[config.mk]
export PLATFORM = sky130hd
export DESIGN_NAME = can_rx_filter_routing
export DESIGN_NICKNAME = d
export VERILOG_FILES = /design/src/rtl/can_rx_filter_pkg.sv /design/src/rtl/can_rx_filter_routing.sv
export VERILOG_INCLUDE_DIRS = /design/src /design/src/rtl
export SDC_FILE = /design/constraint.sdc
export NUM_CORES = 2
export LEC_CHECK = 0
export ABC_CLOCK_PERIOD_IN_PS = 8400
export BUFFER_PORTS_ARGS = -buffer_cell sky130_fd_sc_hd__buf_4
export CORE_ASPECT_RATIO = 2
export CORE_MARGIN = 3
export CORE_UTILIZATION = 30
export DETAILED_ROUTE_END_ITERATION = 6
export PLACE_DENSITY = 0.46
export SETUP_SLACK_MARGIN = 0.2
export SYNTH_ARGS = -nofsm -noshare
export SYNTH_HDL_FRONTEND = slang
export SYNTH_SLANG_ARGS = --single-unit
export TNS_END_PERCENT = 10
[constraint.sdc]
create_clock -name hclk -period 8.4 [get_ports hclk]
set_clock_uncertainty 0.05 [all_clocks]
set_input_delay 1.68 -clock hclk [delete_from_list [all_inputs] [get_ports hclk]]
set_output_delay 1.68 -clock hclk [all_outputs]
set_load 0.1 [all_outputs]
[src/rtl/can_rx_filter_routing_defs.svh]
/*
  Offsets, field positions, reset values and codes for the receive filter
  control block. Assumes a 32-bit AHB-Lite bus with one register per word.
*/
// What this block does
// - One enable bit per filter gates matching
// - Reset enables filters 0-5 and 12
// - Length, pointers, mask selects: configuration-mode writes only
// - These registers absent in mode 0
// - Mode 0: length count reads zero
// - Length count 0..18 limits compared data bits
// - Zero data length compares no data
// - One byte: low three count bits, EID 7..0
// - Two bytes: low four count bits, EID 15..0
// - Three or more: five count bits, EID 17..0
// - Mask select: mask 0, mask 1, filter 15, none
// - Data length code four bits, 0..8 bytes
// - Filter extended enable restricts message type
`ifndef CAN_RX_FILTER_ROUTING_DEFS_SVH
`define CAN_RX_FILTER_ROUTING_DEFS_SVH

`define NUM_FILTERS      16
`define NUM_REGS         16
`define IDX_EN_LOW       4'h0
`define IDX_EN_HIGH      4'h1
`define IDX_DFL          4'h2
`define IDX_PTR0         4'h3
`define IDX_MASK_SELECT_FILTERS_0_3        4'hb
`define IDX_CTRL         4'hf
`define ADDR_IDX_MSB     5
`define ADDR_IDX_LSB     2
`define ADDR_SPAN_MSB    31
`define CTRL_MODE_LSB    0
`define CTRL_CONFIG_BIT  2
`define CTRL_WMASK       8'h07
`define DFL_WMASK        8'h1f
`define DFL_MAX          5'h12
`define DATA_BITS        18
`define DLC_ONE          4'h1
`define DLC_TWO          4'h2
`define DLC_BITS_ONE     5'h08
`define DLC_BITS_TWO     5'h10
`define PTR_LIMIT        4'h8
`define REG_RESET_ALL    128'h05_00_00_05_50_00_00_00_00_00_11_11_00_00_10_3f
`define MODE0_ENABLES    8'h3f
`define HTRANS_NONSEQ    2'h2
`define HTRANS_SEQ       2'h3

`endif

[src/rtl/can_rx_filter_pkg.sv]
/*
  Types shared by the receive filter control block.
  Assumes the constants header is included by the user of each type.
*/
package can_rx_filter_pkg;
  typedef logic [7:0]  reg_byte_t;
  typedef logic [28:0] can_id_t;
  typedef enum logic [1:0] {OP_MODE_0, OP_MODE_1, OP_MODE_2, OP_MODE_3} op_mode_t;
  typedef enum logic [1:0] {SEL_MASK_0, SEL_MASK_1, SEL_FILTER_15, SEL_NO_MASK} mask_sel_t;
endpackage : can_rx_filter_pkg

[src/rtl/can_rx_filter_routing.sv]
/*
  Receive acceptance filter control: register file on AHB-Lite and the
  sixteen-way filter match with buffer routing. Assumes the protocol engine
  presents each received header as a one-cycle strobe on hclk, and that the
  filter and mask identifier registers live outside this block.
*/
`timescale 1ns/1ps
`include "can_rx_filter_routing_defs.svh"

module can_rx_filter_routing
  import can_rx_filter_pkg::*;
(
  input  wire logic                         hclk,
  input  wire logic                         hresetn,
  input  wire logic                         hsel,
  input  wire logic [31:0]                  haddr,
  input  wire logic [1:0]                   htrans,
  input  wire logic                         hwrite,
  input  wire logic [2:0]                   hsize,
  input  wire logic [31:0]                  hwdata,
  input  wire logic                         hready,
  output logic      [31:0]                  hrdata,
  output logic                              hreadyout,
  output logic                              hresp,
  input  wire can_id_t [`NUM_FILTERS-1:0]   filter_id,
  input  wire logic [`NUM_FILTERS-1:0]      filter_ext_en,
  input  wire can_id_t [1:0]                mask_id,
  input  wire logic [1:0]                   mask_ext_en,
  input  wire logic                         rx_valid,
  input  wire can_id_t                      rx_id,
  input  wire logic                         rx_ext,
  input  wire logic [3:0]                   data_length_code,
  input  wire logic [`DATA_BITS-1:0]        rx_data_bits,
  output logic                              match_valid,
  output logic                              match_accept,
  output logic      [3:0]                   match_filter,
  output logic      [3:0]                   match_buffer,
  output logic      [1:0]                   op_mode,
  output logic                              config_mode
);

  reg_byte_t [`NUM_REGS-1:0]    regs;
  reg_byte_t [`NUM_REGS-1:0]    next_regs;
  reg_byte_t [`NUM_REGS-1:0]    eff;
  logic                         wr_pend;
  logic                         next_wr_pend;
  logic [3:0]                   wr_idx;
  logic [3:0]                   next_wr_idx;
  logic [31:0]                  next_hrdata;
  logic                         next_match_valid;
  logic                         next_match_accept;
  logic [3:0]                   next_match_filter;
  logic [3:0]                   next_match_buffer;
  logic                         filters_present;
  logic                         addr_ok;
  logic [3:0]                   rd_idx;
  logic [15:0]                  en_vec;
  logic [4:0]                   data_top;
  logic [4:0]                   data_cnt;
  logic [4:0]                   flc;
  logic [`DATA_BITS-1:0]        data_cmp;
  logic [`DATA_BITS-1:0]        data_care;
  logic [`NUM_FILTERS-1:0]      hit;
  logic [`NUM_FILTERS-1:0][3:0] ptr;
  logic                         wr_allowed;
  reg_byte_t                    wr_value;
  reg_byte_t                    rd_value;
  logic                         addr_mapped;

  // Modes 1 and 2 carry the extended filter registers
  assign filters_present = (regs[`IDX_CTRL][1:0] == OP_MODE_1) ||
                           (regs[`IDX_CTRL][1:0] == OP_MODE_2);
  assign addr_ok = hsel && hready && (htrans == `HTRANS_NONSEQ || htrans == `HTRANS_SEQ);
  assign rd_idx  = haddr[`ADDR_IDX_MSB:`ADDR_IDX_LSB];

  // Effective settings: mode 0 falls back to the fixed legacy set
  always_comb begin
    eff = regs;
    if (!filters_present) begin
      eff = `REG_RESET_ALL;
      eff[`IDX_EN_LOW]  = `MODE0_ENABLES;
      eff[`IDX_EN_HIGH] = 8'h00;
      eff[`IDX_DFL]     = 8'h00;
      eff[`IDX_CTRL]    = regs[`IDX_CTRL];
    end
  end
  assign en_vec = {eff[`IDX_EN_HIGH], eff[`IDX_EN_LOW]};

  // Upper address bits must be clear; the rest of the space reads zero
  assign addr_mapped = (haddr[`ADDR_SPAN_MSB:`ADDR_IDX_MSB+1] == '0);

  // Which registers a landing write may touch in the current mode
  always_comb begin
    wr_allowed = 1'b0;
    case (wr_idx)
      `IDX_CTRL: begin
        wr_allowed = 1'b1;
      end
      `IDX_EN_LOW,
      `IDX_EN_HIGH: begin
        wr_allowed = filters_present;
      end
      default: begin
        // Routing is live while running, so it is locked outside configuration
        wr_allowed = filters_present && regs[`IDX_CTRL][`CTRL_CONFIG_BIT];
      end
    endcase
  end

  // Unimplemented bits are dropped on the way in
  always_comb begin
    case (wr_idx)
      `IDX_CTRL: begin
        wr_value = hwdata[7:0] & `CTRL_WMASK;
      end
      `IDX_DFL: begin
        wr_value = hwdata[7:0] & `DFL_WMASK;
      end
      default: begin
        wr_value = hwdata[7:0];
      end
    endcase
  end

  // Mode 0 hides everything but the control word
  always_comb begin
    rd_value = 8'h00;
    if (rd_idx == `IDX_CTRL || filters_present) begin
      rd_value = regs[rd_idx];
    end
  end

  // Register bus: address phase captured, write lands in the data phase
  always_comb begin
    next_regs    = regs;
    next_wr_pend = 1'b0;
    next_wr_idx  = wr_idx;
    next_hrdata  = hrdata;
    if (wr_pend && wr_allowed) begin
      next_regs[wr_idx] = wr_value;
    end
    if (addr_ok) begin
      next_wr_pend = hwrite && addr_mapped;
      next_wr_idx  = rd_idx;
      next_hrdata  = 32'h0000_0000;
      if (!hwrite && addr_mapped) begin
        next_hrdata = {24'h00_0000, rd_value};
      end
    end
  end

  always_ff @(posedge hclk or negedge hresetn) begin
    if (!hresetn) begin
      regs    <= `REG_RESET_ALL;
      wr_pend <= 1'b0;
      wr_idx  <= 4'h0;
    end else begin
      regs    <= next_regs;
      wr_pend <= next_wr_pend;
      wr_idx  <= next_wr_idx;
    end
  end

  // Zero-wait slave: ready and response never change after reset
  always_ff @(posedge hclk or negedge hresetn) begin
    if (!hresetn) begin
      hrdata    <= 32'h0000_0000;
      hreadyout <= 1'b1;
      hresp     <= 1'b0;
    end else begin
      hrdata    <= next_hrdata;
      hreadyout <= 1'b1;
      hresp     <= 1'b0;
    end
  end

  // Data window and count from the received length
  always_comb begin
    flc      = eff[`IDX_DFL][4:0];
    data_top = 5'h00;
    data_cnt = 5'h00;
    case (data_length_code)
      4'h0: begin
        data_top = 5'h00;
        data_cnt = 5'h00;
      end
      `DLC_ONE: begin
        data_top = `DLC_BITS_ONE;
        data_cnt = {2'b00, flc[2:0]};
      end
      `DLC_TWO: begin
        data_top = `DLC_BITS_TWO;
        data_cnt = {1'b0, flc[3:0]};
      end
      default: begin
        // Reserved codes above 8 are taken as 8 bytes
        data_top = 5'(`DATA_BITS);
        data_cnt = (flc > `DFL_MAX) ? `DFL_MAX : flc;
      end
    endcase
    data_cmp = rx_data_bits >> (5'(`DATA_BITS) - data_top);
  end

  genvar g;

  // Care bits sit at the top of the window, first received bit highest
  generate
    for (g = 0; g < `DATA_BITS; g++) begin : g_care
      assign data_care[g] = (5'(g) < data_top) && (5'(g) >= data_top - data_cnt);
    end
  endgenerate

  generate
    for (g = 0; g < `NUM_FILTERS; g++) begin : g_filter
      mask_sel_t sel;
      can_id_t   m_id;
      logic      m_ext;
      logic      type_ok;
      logic      bits_ok;
      assign ptr[g] = eff[`IDX_PTR0 + g/2][4*(g%2) +: 4];
      assign sel    = mask_sel_t'(eff[`IDX_MASK_SELECT_FILTERS_0_3 + g/4][2*(g%4) +: 2]);
      always_comb begin
        case (sel)
          SEL_MASK_0: begin
            m_id  = mask_id[0];
            m_ext = mask_ext_en[0];
          end
          SEL_MASK_1: begin
            m_id  = mask_id[1];
            m_ext = mask_ext_en[1];
          end
          SEL_FILTER_15: begin
            m_id  = filter_id[15];
            m_ext = filter_ext_en[15];
          end
          default: begin
            m_id  = '1;
            m_ext = 1'b1;
          end
        endcase
      end
      assign type_ok = !m_ext || (filter_ext_en[g] == rx_ext);
      // Standard frames reuse the low extended bits for payload compare
      assign bits_ok = rx_ext ? (((rx_id ^ filter_id[g]) & m_id) == '0) :
                       ((({rx_id[10:0], data_cmp} ^ filter_id[g]) & m_id &
                         {11'h7ff, data_care}) == '0);
      // Reserved pointer codes have no buffer behind them
      assign hit[g] = en_vec[g] && type_ok && bits_ok &&
                      (ptr[g] < `PTR_LIMIT);
    end
  endgenerate

  // Lowest-numbered matching filter wins
  always_comb begin
    next_match_valid  = rx_valid;
    next_match_accept = 1'b0;
    next_match_filter = 4'h0;
    next_match_buffer = 4'h0;
    for (int i = `NUM_FILTERS - 1; i >= 0; i--) begin
      if (rx_valid && hit[i]) begin
        next_match_accept = 1'b1;
        next_match_filter = 4'(i);
        next_match_buffer = ptr[i];
      end
    end
  end

  always_ff @(posedge hclk or negedge hresetn) begin
    if (!hresetn) begin
      match_valid  <= 1'b0;
      match_accept <= 1'b0;
      match_filter <= 4'h0;
      match_buffer <= 4'h0;
    end else begin
      match_valid  <= next_match_valid;
      match_accept <= next_match_accept;
      match_filter <= next_match_filter;
      match_buffer <= next_match_buffer;
    end
  end

  // Mode outputs follow the control word as it is written
  always_ff @(posedge hclk or negedge hresetn) begin
    if (!hresetn) begin
      op_mode     <= 2'h0;
      config_mode <= 1'b0;
    end else begin
      op_mode     <= next_regs[`IDX_CTRL][1:0];
      config_mode <= next_regs[`IDX_CTRL][`CTRL_CONFIG_BIT];
    end
  end

endmodule : can_rx_filter_routing

==> metrics.md, run 1 <==
| Metric | Value |
|---|---|
| Post-synthesis mux area share | `0.06263` |
| All-Layer GR Usage | `0.6387` |
| Stopped at | `global routing` |
| Post-synth EDFFs | `0` |
| Post-CTS setup buffers | `0` |
| Post-synthesis simple-gate area fraction | `0.1898` |
| Core Rows | `181` |
| Post-CTS sizing | `0` |
| Max Root-Sink Buffers | `3` |
| Congestion Overflow GR | `5` |
| Ys Warns | `0` |
| Most common flop cell mapped by yosys | `dfrtp_1` |
| Initial core utilization | `0.3021` |
| Yosys reg bits | `153` |
| Mapped Area | `36740 um^2` |
| Largest family of logic cells by synthesized area | `compound AO/OA/AOI/OAI gates` |
| Yosys cell types | `112` |
| Placer congestion estimate | `1.177` |
| CTS root buffer | `clkbuf_16` |
| Vias in the first global route | `54980` |
| CTS H-Tree Depth | `4` |
| Clock buffer count from CTS | `25` |
| Synth Area in Adders | `0.002282` |
| Seq/Total Area, Yosys | `0.1048` |
| Die span in x | `253.5 um` |
| Mapped Cells | `5070` |
| Clk sinks | `153` |
| Hold buffer count at CTS | `0` |
| Fraction of registers with async set/reset | `1.000` |
| First-pass GRT wire length | `550100 um` |
| Die Span Y | `500.9 um` |
| Ports | `714` |
| Post-DP HPWL | `306700 um` |
| Stop err | `[ERROR GRT-0116] Global routing finished with congestion. Check the congestion regions in the DRC Viewer.` |
| Status | `stopped before the end` |
| Port bufs | `657` |
| XOR/XNOR Fraction of Synth Area | `0.2171` |
| Area after DPL | `44520 um^2` |
| Largest net degree at the start of global routing | `120` |
| Synth Area in Compound Gates | `0.3447` |
| Mean post-synth cell area | `7.247 um^2` |
-- synthesized netlist by cell type (27+ instances only) --
cell type / count / area [um^2]
nor4_1: 84 / 525.5
nand4_1: 48 / 300.3
buf_2: 80 / 400.4
a211oi_1: 64 / 480.5
buf_4: 51 / 382.9
a21o_1: 27 / 202.7
nand3_1: 64 / 320.3
a31oi_1: 82 / 513.0
a2111oi_0: 53 / 464.2
dfrtp_1: 136 / 3403
or3_1: 50 / 312.8
o221a_2: 34 / 382.9
nor3_1: 183 / 915.9
o22ai_1: 178 / 1114
o2111ai_1: 45 / 394.1
o31ai_1: 41 / 307.8
o32ai_1: 95 / 832.1
buf_1: 50 / 187.7
a22oi_1: 28 / 210.2
xnor2_1: 573 / 5019
mux2_2: 108 / 1216
nor2b_1: 27 / 168.9
inv_1: 67 / 251.5
nand2_1: 199 / 747.0
clkbuf_1: 398 / 1494
nand2b_1: 110 / 688.2
o211ai_1: 52 / 390.4
xor2_1: 331 / 2899
o22a_1: 37 / 324.1
o21ai_0: 193 / 965.9
mux4_2: 40 / 900.9
a221oi_1: 54 / 473.0
o221ai_1: 206 / 1804
a21oi_1: 311 / 1556
nor2_1: 533 / 2001
-- stage by stage --
stage	worst slack [ps]	utilization	hold WS, ps	cells
after floorplan	1976	-	397.9	5095
after CTS	1150	0.3721	437.2	7114
after detailed placement	649.4	0.3661	419.5	7081
after global placement	711.8	0.3661	412.9	7081
-- layer usage --
metal / GRT usage / GRT overflow
met1: 0.6576 / 0
met2: 0.8807 / 5
met3: 0.3366 / 0
met4: 0.6771 / 0
met5: 0.04384 / 0
-- cell families after synthesis --
| kind of cell | Yosys count |
|---|---|
| xor gates and xnor gates | 907 |
| muxes | 166 |
| DFF | 153 |
| buffers and inverters | 664 |
| AOI/OAI and AO/OA | 1741 |
| and+or+nand+nor | 1430 |
| other | 2 |
| adders and majority gates | 7 |
==> inputs of run 2 (changes only) <==
Settings changed: CORE_ASPECT_RATIO 2 to default, CORE_UTILIZATION 30 to 20, PLACE_DENSITY 0.46 to default, PLACE_DENSITY_LB_ADDON from default to 0.15, SETUP_SLACK_MARGIN 0.2 to default.
==> metrics.md, run 2 <==
| Metric | Value |
|---|---|
| Most frequent cell after synthesis | `xnor2_1` |
| Post-CTS sizing | `0` |
| Max-cap violation count | `3` |
| Crit path buf inv count | `4` |
| CP Cell Sequence | `buf_4, or3_1, inv_1, buf_4, ha_1, o211ai_1, nor2_2, xor2_1, a21bo_2, a2111oi_0, buf_4, o21ai_1, o41a_1, a22oi_1, o21ai_0, a21oi_1, o21bai_1, a21boi_0, o2bb2ai_1` |
| Area leader, netlist | `xnor2_1` |
| Fin Hold WS | `429.8 ps` |
| Number of flip-flops in the largest register | `128` |
| Congestion Overflow GR | `0` |
| Final WL | `391600 um` |
| # setup viols final | `0` |
| Antenna violations before repair | `50` |
| CTS root buffer | `clkbuf_16` |
| Clock-pin slew on the worst setup and hold paths | `70 ps` |
| Post-DP HPWL | `308500 um` |
| Hold buffer count at CTS | `0` |
| Layout cells sized above 1 | `0.2371` |
| Synth area leaders | `xnor2_1, dfrtp_1, xor2_1, nor2_1, o221ai_1` |
| Initial core utilization | `0.2022` |
| Reg2Reg Depth | `20` |
| Post-CTS setup buffers | `0` |
| Die span in x | `434.6 um` |
| Die Span Y | `434.6 um` |
| Critical path required time | `8670 ps` |
| Area Overhead vs Synth | `24.45%` |
| Hold Vio Cnt, Final | `0` |
| Worst stage delay on the critical path | `1280 ps` |
| Status | `complete, but fails checks` |
| Most frequent cells in the layout | `buf_4, xnor2_1, nor2_1` |
| Tcrit/Tclk final | `0.9221` |
| Vias in the first global route | `46640` |
| Kind of critical path | `primary input to flop` |
| Top flop regs | `regs: 128 flops, hrdata: 8 flops` |
| Most common flop cell mapped by yosys | `dfrtp_1` |
| Clk sinks | `153` |
| Mean post-synth cell area | `7.247 um^2` |
| CTS tree | `done` |
| Most frequent cell on the critical path | `buf_4` |
| Peak VDD IR | `0.0001638 V` |
| Mapped Area | `36740 um^2` |
| Commonest non-fill, non-tap cell in the layout | `buf_4` |
| Layout net count | `6163` |
| Tmin final | `7746 ps` |
| Ys Warns | `0` |
| Leak Pwr | `16.72 nW` |
| All-Layer GR Usage | `0.3946` |
| Startpoint types | `primary input` |
| RSZ-0062 raised after global routing | `false` |
| CP delay by family, top | `compound AO/OA/AOI/OAI gates` |
| Core Rows | `156` |
| Setup tns final | `0 ps` |
| Synth top cells by count | `xnor2_1, nor2_1, clkbuf_1` |
| Placer congestion estimate | `1.093` |
| First-pass GRT wire length | `491900 um` |
| DR DRC count | `3` |
| DRT antenna net count | `0` |
| Via Count | `51600` |
| Drt wl/cell | `49.02 um` |
| CP max-delay cell | `nor2_2` |
| Vias per inst | `6.460` |
| Pre-antenna DRT Iters | `7` |
| Failing checks | `design-rule violations, max-capacitance violations, max-slew violations` |
| Die area | `188900 um^2` |
| CP max FO | `17` |
| FMAX | `129.1 MHz` |
| CP Capture Type | `flop` |
| Yosys reg bits | `153` |
| Cell area power density | `117.0 nW/um^2` |
| Largest Register | `regs` |
| Fraction of registers with async set/reset | `1.000` |
| Critical path arrival | `8010 ps` |
| Core area | `181700 um^2` |
| Mapped Cells | `5070` |
| Worst-Skew Late Latency | `450 ps` |
| Min-delay worst type | `flop to flop` |
| Max Root-Sink Buffers | `2` |
| Seq/Total Area, Yosys | `0.1048` |
| Area share of the largest cell type after synthesis | `0.1366` |
| Post-synth EDFFs | `0` |
| WHS Path Cells | `1` |
| Largest net degree at the start of global routing | `82` |
| Port bufs | `657` |
| Tightest Pin Transition | `1657 ps` |
| CTS H-Tree Depth | `4` |
| Max-slew headroom | `-0.1058` |
| Max Slew Vio Count | `12` |
| Ports | `714` |
| Initial detailed-routing violation count | `9475` |
| Yosys cell types | `112` |
| Crit. path cell count | `19` |
| Clock buffer count from CTS | `17` |
run 2: kinds of logic (layout without fill, tap and decap cells):
logic type,Yosys count,count (layout),share of synthesized area
compound gates,1741,1741,0.3447
other cells,2,62,0.0002044
xor+xnor,907,907,0.2171
buf+inv,664,1073,0.07853
mux,166,166,0.06263
fa+ha+maj,7,7,0.002282
simple gates,1430,1430,0.1898
flops,153,153,0.1048
run 2: worst reg2reg max path, stage by stage, from the launching register on:
cell	delay, ps
dfstp_2	710
xor2_4	660
nand4_1	300
o21a_1	210
ha_1	330
a211o_1	330
a41o_2	320
xnor2_1	300
buf_4	340
nor2_1	950
buf_4	300
nand4_1	220
a31oi_1	250
nor4_1	90
a31oi_4	220
buf_12	170
and2_1	150
and3_1	200
nand2_1	100
or4_1	550
nand3_1	130
run 2: path summary, 6_finish.rpt:
path	slack, ps	from	endpoint
worst max-delay path	650	data_length_code[1]	match_filter[0]
worst min-delay path	430	regs[124]	regs[124]
worst max register to register	1470	regs[120]	match_buffer[2]
worst min register to register	430	regs[124]	regs[124]
max in group asynchronous	5540	hresetn	regs[84]
min in group asynchronous	1230	hresetn	hrdata[7]
run 2: cell type report:
cell class	count	area [um^2]
Inverter	69	259.0
Timing Repair Buffer	972	7501
Fill cell	20230	136000
Sequential cell	153	3857
Antenna cell	35	87.58
Tap cell	2449	3064
Clock buffer	25	475.5
Clock inverter	7	165.2
Multi-Input combinational cell	4278	30310
run 2: per-layer routing:
metal | vias up | routed length, um | global-route usage
li1 | 20020 | - | -
met1 | 25750 | 150600 | 0.4906
met2 | 4668 | 154600 | 0.5510
met4 | 30 | 35070 | 0.2863
met5 | - | 386 | 0.007941
met3 | 1132 | 50930 | 0.1495
run 2: power breakdown:
part	total [mW]	switching, mW	leakage [nW]	internal, mW
registers	0.764	0.0162	1.90	0.747
clock network	0.879	0.335	0.302	0.544
logic	3.71	2.61	14.5	1.09
total	5.35	2.96	16.7	2.39
run 2: metrics by stage:
stage / setup WS (ps) / instances / total power [mW] / area [um^2] / util
finish: 654.0 / 7988 / 5.348 / 45720 / 0.2516
global route: 720.5 / 7968 / 5.349 / 45670 / 0.2513
CTS: 1018 / 7953 / 5.123 / 45640 / 0.2511
detailed placement: 568.7 / 7921 / 4.234 / 45000 / 0.2476
global placement: 488.0 / 7921 / 4.241 / 45000 / 0.2476
floorplan: 1976 / 5095 / 2.413 / 36830 / -
No activity file was read; power rests on OpenSTA's default activity.
